$ cat src/ebw_pkg.sv
// What this block does
// - Separate bus wait: cycle lasts two clocks
// - Multiplexed bus wait: cycle lasts three clocks
// - Global wait bit forces wait everywhere
// - Otherwise per-area wait bits decide
// - Ready input honoured only with wait
// - Ready low at edge: hold bus
// - Ready high at edge: cycle continues
// - Hold request ignored in single-chip mode
// - Float bus outputs when able to release
// - Acknowledge low one clock after floating
// - Acknowledge high after request returns high
// - Drive buses again one clock later
// - Never release bus mid cycle
// - Float all twenty address lines
// - Float all sixteen data lines
// - Float read, write, byte strobes
// - Address latch enable keeps toggling
// - Float all four area selects
package ebw_pkg;

  localparam int          ADDR_W         = 20;
  localparam int          DATA_W         = 16;
  localparam int          AREAS          = 4;
  localparam logic [1:0]  SEP_CYCLES     = 2'h2;
  localparam logic [1:0]  MUX_CYCLES     = 2'h3;
  localparam logic [1:0]  NOWAIT_CYCLES  = 2'h1;
  localparam logic [1:0]  MODE_SINGLE    = 2'h0;
  localparam logic [1:0]  MODE_EXPAND    = 2'h1;
  localparam logic [1:0]  MODE_MICRO     = 2'h3;

  typedef enum logic [2:0] {
    EBW_IDLE,
    EBW_CYCLE,
    EBW_FLOAT,
    EBW_HELD,
    EBW_UNACK
  } ebw_state_e;

  // Access request from the core
  typedef struct packed {
    logic              write;
    logic              mux_area;
    logic [1:0]        area;
    logic [1:0]        byte_en;
    logic [ADDR_W-1:0] addr;
    logic [DATA_W-1:0] wdata;
  } ebw_req_s;

  // Bus pins towards the memories
  typedef struct packed {
    logic [ADDR_W-1:0] addr;
    logic [DATA_W-1:0] data;
    logic              rd_n;
    logic              wr_n;
    logic              write_low_byte_n;
    logic              write_high_byte_n;
    logic              byte_high_enable_n;
    logic [AREAS-1:0]  area_select_n;
  } ebw_pins_s;

  localparam ebw_pins_s PINS_IDLE = '{
    addr: '0, data: '0, rd_n: 1'b1, wr_n: 1'b1, write_low_byte_n: 1'b1,
    write_high_byte_n: 1'b1, byte_high_enable_n: 1'b1, area_select_n: '1};

endpackage : ebw_pkg

$ cat src/ebw_bus_ctrl.sv
`timescale 1ns/1ns
`default_nettype none

module ebw_bus_ctrl
  import ebw_pkg::*;
(
  input  wire logic                    clk_i,                 // Bus clock
  input  wire logic                    rst_i,                 // Sync reset, high
  input  wire logic                    ce_i,                  // Clock enable
  input  wire logic [1:0]              proc_mode_i,           // Processor mode
  input  wire logic                    global_wait_select_i,  // Wait on every area
  input  wire logic [AREAS-1:0]        area_wait_select_i,    // Per-area wait
  input  wire logic                    req_valid_i,           // Access request
  input  wire ebw_pkg::ebw_req_s       req_i,                 // Access fields
  output logic                         req_ready_o,           // Request taken
  output logic                         done_o,                // Access finished
  output logic [DATA_W-1:0]            rdata_o,               // Read data
  input  wire logic                    ready_n_i,             // External ready
  input  wire logic                    hold_request_n_i,      // External hold
  input  wire logic [DATA_W-1:0]       data_i,                // Data pins in
  output ebw_pkg::ebw_pins_s           pins_o,                // Bus pins out
  output logic                         bus_oe_o,              // Pin drive enable
  output logic                         data_oe_o,             // Data drive enable
  output logic                         ale_o,                 // Address latch enable
  output logic                         hold_acknowledge_n_o   // Hold acknowledge
);
  import ebw_pkg::*;

  typedef struct packed {
    ebw_state_e        state;
    logic [1:0]        rdy_sync;
    logic [1:0]        hold_sync;
    logic [1:0]        left;
    logic              waited;
    logic              write;
    logic              req_ready;
    logic              done;
    logic [DATA_W-1:0] rdata;
    ebw_pins_s         pins;
    logic              bus_oe;
    logic              data_oe;
    logic              ale;
    logic              hold_acknowledge_n_n;
  } ebw_st_s;

  ebw_st_s st_reg;
  ebw_st_s st_next;

  logic rdy_n;
  logic hold_n;
  logic hold_on;
  logic use_wait;

  // Only the second sync stage is consumed
  assign rdy_n   = st_reg.rdy_sync[1];
  assign hold_n  = st_reg.hold_sync[1];
  // Hold ignored in single-chip mode
  assign hold_on = !hold_n && (proc_mode_i != MODE_SINGLE);
  // Global bit overrides per-area bits
  assign use_wait = global_wait_select_i
                    || area_wait_select_i[req_i.area];

  // Next-state logic for the whole block
  always_comb begin
    st_next = st_reg;
    st_next.rdy_sync  = {st_reg.rdy_sync[0], ready_n_i};
    st_next.hold_sync = {st_reg.hold_sync[0], hold_request_n_i};
    st_next.req_ready = 1'b0;
    st_next.done      = 1'b0;
    st_next.ale       = 1'b0;
    case (st_reg.state)
      EBW_IDLE: begin
        // Hold checked only between cycles, so a cycle is never cut
        if (hold_on) begin
          st_next.state   = EBW_FLOAT;
          st_next.bus_oe  = 1'b0;
          st_next.data_oe = 1'b0;
        end else if (req_valid_i) begin
          st_next.state     = EBW_CYCLE;
          st_next.req_ready = 1'b1;
          st_next.waited    = use_wait;
          st_next.write     = req_i.write;
          st_next.ale       = req_i.mux_area;
          if (!use_wait) begin
            st_next.left = NOWAIT_CYCLES - 2'h1;
          end else if (req_i.mux_area) begin
            st_next.left = MUX_CYCLES - 2'h1;
          end else begin
            st_next.left = SEP_CYCLES - 2'h1;
          end
          st_next.pins.addr               = req_i.addr;
          st_next.pins.data               = req_i.wdata;
          st_next.pins.rd_n               = req_i.write;
          st_next.pins.wr_n               = !req_i.write;
          st_next.pins.write_low_byte_n   = !(req_i.write && req_i.byte_en[0]);
          st_next.pins.write_high_byte_n  = !(req_i.write && req_i.byte_en[1]);
          st_next.pins.byte_high_enable_n = !req_i.byte_en[1];
          st_next.pins.area_select_n      = ~(4'h1 << req_i.area);
          st_next.data_oe                 = req_i.write;
        end
      end
      EBW_CYCLE: begin
        // Ready stretches only waited cycles, in whole clocks
        if (st_reg.left != 2'h0) begin
          st_next.left = st_reg.left - 2'h1;
        end else if (st_reg.waited && !rdy_n) begin
          st_next.left = 2'h0;
        end else begin
          st_next.state          = EBW_IDLE;
          st_next.done           = 1'b1;
          // Writes leave the last read data standing
          if (!st_reg.write) begin
            st_next.rdata        = data_i;
          end
          st_next.pins.rd_n      = 1'b1;
          st_next.pins.wr_n      = 1'b1;
          st_next.pins.write_low_byte_n  = 1'b1;
          st_next.pins.write_high_byte_n = 1'b1;
          st_next.pins.area_select_n     = '1;
          st_next.data_oe        = 1'b0;
        end
      end
      EBW_FLOAT: begin
        st_next.state  = EBW_HELD;
        st_next.hold_acknowledge_n_n = 1'b0;
      end
      EBW_HELD: begin
        // Latch enable toggles on every enabled clock while released
        st_next.ale = !st_reg.ale;
        if (!hold_on) begin
          st_next.state  = EBW_UNACK;
          st_next.hold_acknowledge_n_n = 1'b1;
        end
      end
      EBW_UNACK: begin
        // Restore prior pin values one clock after acknowledge rises
        st_next.state  = EBW_IDLE;
        st_next.bus_oe = 1'b1;
      end
      default: st_next.state = EBW_IDLE;
    endcase
  end

  // State register, frozen while clock enable is low and reset is low
  always_ff @(posedge clk_i) begin
    if (rst_i) begin
      st_reg           <= '0;
      st_reg.state     <= EBW_IDLE;
      st_reg.rdy_sync  <= 2'h3;
      st_reg.hold_sync <= 2'h3;
      st_reg.pins      <= PINS_IDLE;
      st_reg.bus_oe    <= 1'b1;
      st_reg.hold_acknowledge_n_n    <= 1'b1;
    end else if (ce_i) begin
      st_reg <= st_next;
    end
  end

  assign req_ready_o          = st_reg.req_ready;
  assign done_o               = st_reg.done;
  assign rdata_o              = st_reg.rdata;
  assign pins_o               = st_reg.pins;
  assign bus_oe_o             = st_reg.bus_oe;
  assign data_oe_o            = st_reg.data_oe;
  assign ale_o                = st_reg.ale;
  assign hold_acknowledge_n_o = st_reg.hold_acknowledge_n_n;

endmodule : ebw_bus_ctrl

`default_nettype wire

$ cat config.mk
export PLATFORM = sky130hd
export DESIGN_NAME = ebw_bus_ctrl
export DESIGN_NICKNAME = d
export VERILOG_FILES = /design/src/ebw_pkg.sv /design/src/ebw_bus_ctrl.sv
export SDC_FILE = /design/constraint.sdc
export NUM_CORES = 1
export LEC_CHECK = 0
export BUFFER_PORTS_ARGS = -buffer_cell sky130_fd_sc_hd__buf_4
export CAP_MARGIN = 5
export CORE_ASPECT_RATIO = 0.6
export CORE_MARGIN = 2
export CORE_UTILIZATION = 44
export DETAILED_ROUTE_END_ITERATION = 10
export GPL_TIMING_DRIVEN = 0
export HOLD_SLACK_MARGIN = 0.15
export PLACE_DENSITY = 0.76
export SLEW_MARGIN = 20
export SYNTH_ARGS = -nofsm -noshare
export SYNTH_HDL_FRONTEND = slang
export SYNTH_SLANG_ARGS = --single-unit
$ cat constraint.sdc
create_clock -name clk_i -period 1.84 [get_ports clk_i]
set_clock_uncertainty 0.1 [all_clocks]
set_input_delay 0.092 -clock clk_i [delete_from_list [all_inputs] [get_ports clk_i]]
set_output_delay 0.092 -clock clk_i [all_outputs]
set_load 0.1 [all_outputs]
==> impl_results.md <==
- Status: finished clean
- Top FF cell, synth: dfxtp_1
- Synth Net Count: 499
- Die height: 74.1 um
- Final setup vio count: 0
- Post-synth EDFFs: 0
- Crit-path leading delay family: buffers and inverters
- PD cells: 896 mW/mm^2
- Part of the cycle the worst path needs: 97.3%
- Synth cell types: 45
- Final core occ: 74.9%
- Largest area contributor in the netlist: dfxtp_1
- Worst-margin pin slew: 0.580 ns
- Final Max Slew Viols: 0
- Core area: 0.00791 mm^2
- TritonCTS Sinks: 78
- Antenna diodes: 0
- Synth cell count leaders: nand2_1, dfxtp_1, buf_4
- Initial Util: 45.5%
- H-tree Lvls: 3
- DRC Markers: 0
- Largest fanout on the critical path: 10
- Main area contributors after synthesis: dfxtp_1, buf_4, nand2_1
- Share of cells above drive strength 1: 39.6%
- Pre-antenna DRT Iters: 5
- CP Buf/Inv Count: 5
- Max reg flops: 45
- Io pins: 138
- Routed WL: 11.1 mm
- Final ANT Viol Nets: 0
- Warnings, synthesis: 0
- Gr ovfl total: 0
- Width of the chip: 121 um
- Clk buf depth: 2
- Max Cap Viol: 0
- Number of vias per cell: 4.91
- Top-count cell post-synth: nand2_1
- Initial antenna violation count: 0
- Fin nets: 717
- DRT iter0 DRCs: 279
- Crit-path cells: dlygate4sd3_1 -> buf_6 -> or3b_1 -> buf_6 -> nor3_4 -> buf_6 -> buf_8 -> nand2_1 -> a21oi_2
- Setup ws final: 0.0504 ns
- Async set or reset register ratio after synthesis: 0%
- Leakage power: 2.74 nW
- Row count: 25
- Via count: 3724
- Synthesized cell area: 0.00360 mm^2
- Cells after DPL: 672
- CTS Root Cell: clkbuf_16
- Yosys reg bits: 78
- Fmax achieved: 0.559 GHz
- DIE AREA: 0.00895 mm^2
- CTS tree: yes
- Final hold vios: 0
- Top cell type's share of synthesized area: 43.4%
- Max VDD drop: 0.538 mV
- CP Capture Type: flip-flop
- Area growth syn-to-layout: 64.6%
- Mapped Cells: 428
- Crit path launch type: input port
- Worst path slowest cell: dlygate4sd3_1
- Type of the worst min-delay path: input port to flip-flop
- Finished Layout Cells: 759
- TritonCTS buffer count: 9
- Vias in the first global route: 3420
- Critical path class: input port to flip-flop
- GRT Util Overall: 23.8%
- Critical Path AT: 1.95 ns
- CTS clk-pin slew, worst paths: 0.06 ns
- Largest net degree at the start of global routing: 13
- DR WL/cell: 14.6 um
- Crit path top cell by count: buf_6
- Overall power: 5.31 mW
- First-pass GRT wire length: 16.6 mm
- Slowest stage delay, CP: 0.55 ns
- Register area share after synthesis: 43.4%
- Skew-Pair Late Insertion Delay: 0.33 ns
- Max transition margin: 61.3%
- Port-buffer cells: 136
- Worst endpoint required time: 2.00 ns
- Syn avg cell area: 8.41 um^2
- Routability Congestion: 0.946
- Dpl hpwl: 7.11 mm
- Unrepaired setup endpoints after global routing: yes
- Final min period: 1.79 ns
- Dpl ws: -0.164 ns
==> cell families (layout without fill, tap and decap cells) <==
| logic type | count (synthesis) | after routing | share of synthesized area, % |
|---|---|---|---|
| AND/OR/NAND/NOR | 153 | 153 | 19.4 |
| buffers and inverters | 87 | 310 | 16.1 |
| AO/OA/AOI/OAI | 80 | 80 | 12.8 |
| flip-flops | 78 | 78 | 43.4 |
| multiplexers | 30 | 30 | 8.34 |
==> cell usage in the layout, fill, tap and decap left out, types with 3 or more instances in the layout <==
cell type and instances:
a21oi_1 41, a21oi_2 12, a31oi_1 3, buf_4 204, buf_6 5, bufinv_16 3, clkbuf_1 12, clkbuf_16 9
clkbuf_2 4, dfxtp_1 78, dlygate4sd3_1 63, mux2i_1 30, nand2_1 85, nand2b_1 6, nand3_1 3, nor2_1 32
nor3b_1 4, o21ai_0 5, o31ai_1 4, or4_1 3
==> where the power goes <==
| part | switching, mW | internal (mW) |
|---|---|---|
| Combinational | 0.949 | 0.531 |
| Clock | 0.663 | 1.32 |
| Sequential | 0.0553 | 1.78 |
| Total | 1.67 | 3.64 |
==> worst paths after layout <==
kind                           startpoint                       to  slack [ns]  cells after the start
setup / recovery                     ce_i  st_reg[68]$_SDFFE_PP0P_        0.05                      9
hold / removal       global_wait_select_i  st_reg[68]$_SDFFE_PP0P_        0.18                      5
setup reg to reg  st_reg[76]$_SDFFE_PP0P_  st_reg[68]$_SDFFE_PP0P_        0.06                      8
hold reg to reg   pins_o[29]$_SDFFE_PP0P_  pins_o[29]$_SDFFE_PP0P_        0.35                      2
==> per-layer routing <==
layer	global-route usage (%)	wire length, um	vias to the layer above
met5	0	0	-
li1	-	-	1814
met2	40.1	5130	141
met3	7.75	785	18
met1	29.9	5010	1751
met4	6.59	152	0
==> what timing repair did <==
| item | in CTS | in global routing |
|---|---|---|
| gates cloned | 0 | 0 |
| pin swaps | 1 | 2 |
| setup endpoints to repair | 39 | 50 |
| hold buffers | 63 | 0 |
| setup buffers | 2 | 6 |
| resized for setup | 7 | 39 |
| endpoints found under the hold margin | 71 | 0 |
==> through the flow <==
stage / cell area [um^2] / setup TNS (ns) / hold slack (ns)
global route: 5930 / -0.313 / 0.216
detailed placement: 4760 / -3.64 / 0.219
floorplan: 3600 / 0 / 0.120
CTS: 5760 / 0 / 0.158
finish: 5930 / 0 / 0.180
global placement: 4760 / -1.72 / 0.210
==> area by class of cell <==
| class | count | area (um^2) |
|---|---|---|
| well taps | 108 | 135 |
| clock inverters | 4 | 95.1 |
| repair buffers | 207 | 1720 |
| inverters | 3 | 11.3 |
| fillers | 580 | 1990 |
| multi-input cells | 263 | 1560 |
| plain buffers | 84 | 607 |
| flip-flops and latches | 78 | 1560 |
| clock buffers | 12 | 236 |
==> tightest hold or removal path: cells and delay by family <==
kind | cells | cell delay, ns
AND/OR/NAND/NOR | 2 | 0.19
AO/OA/AOI/OAI | 2 | 0.17
buffers and inverters | 1 | 0.11
(Power assumes the default switching activity.)
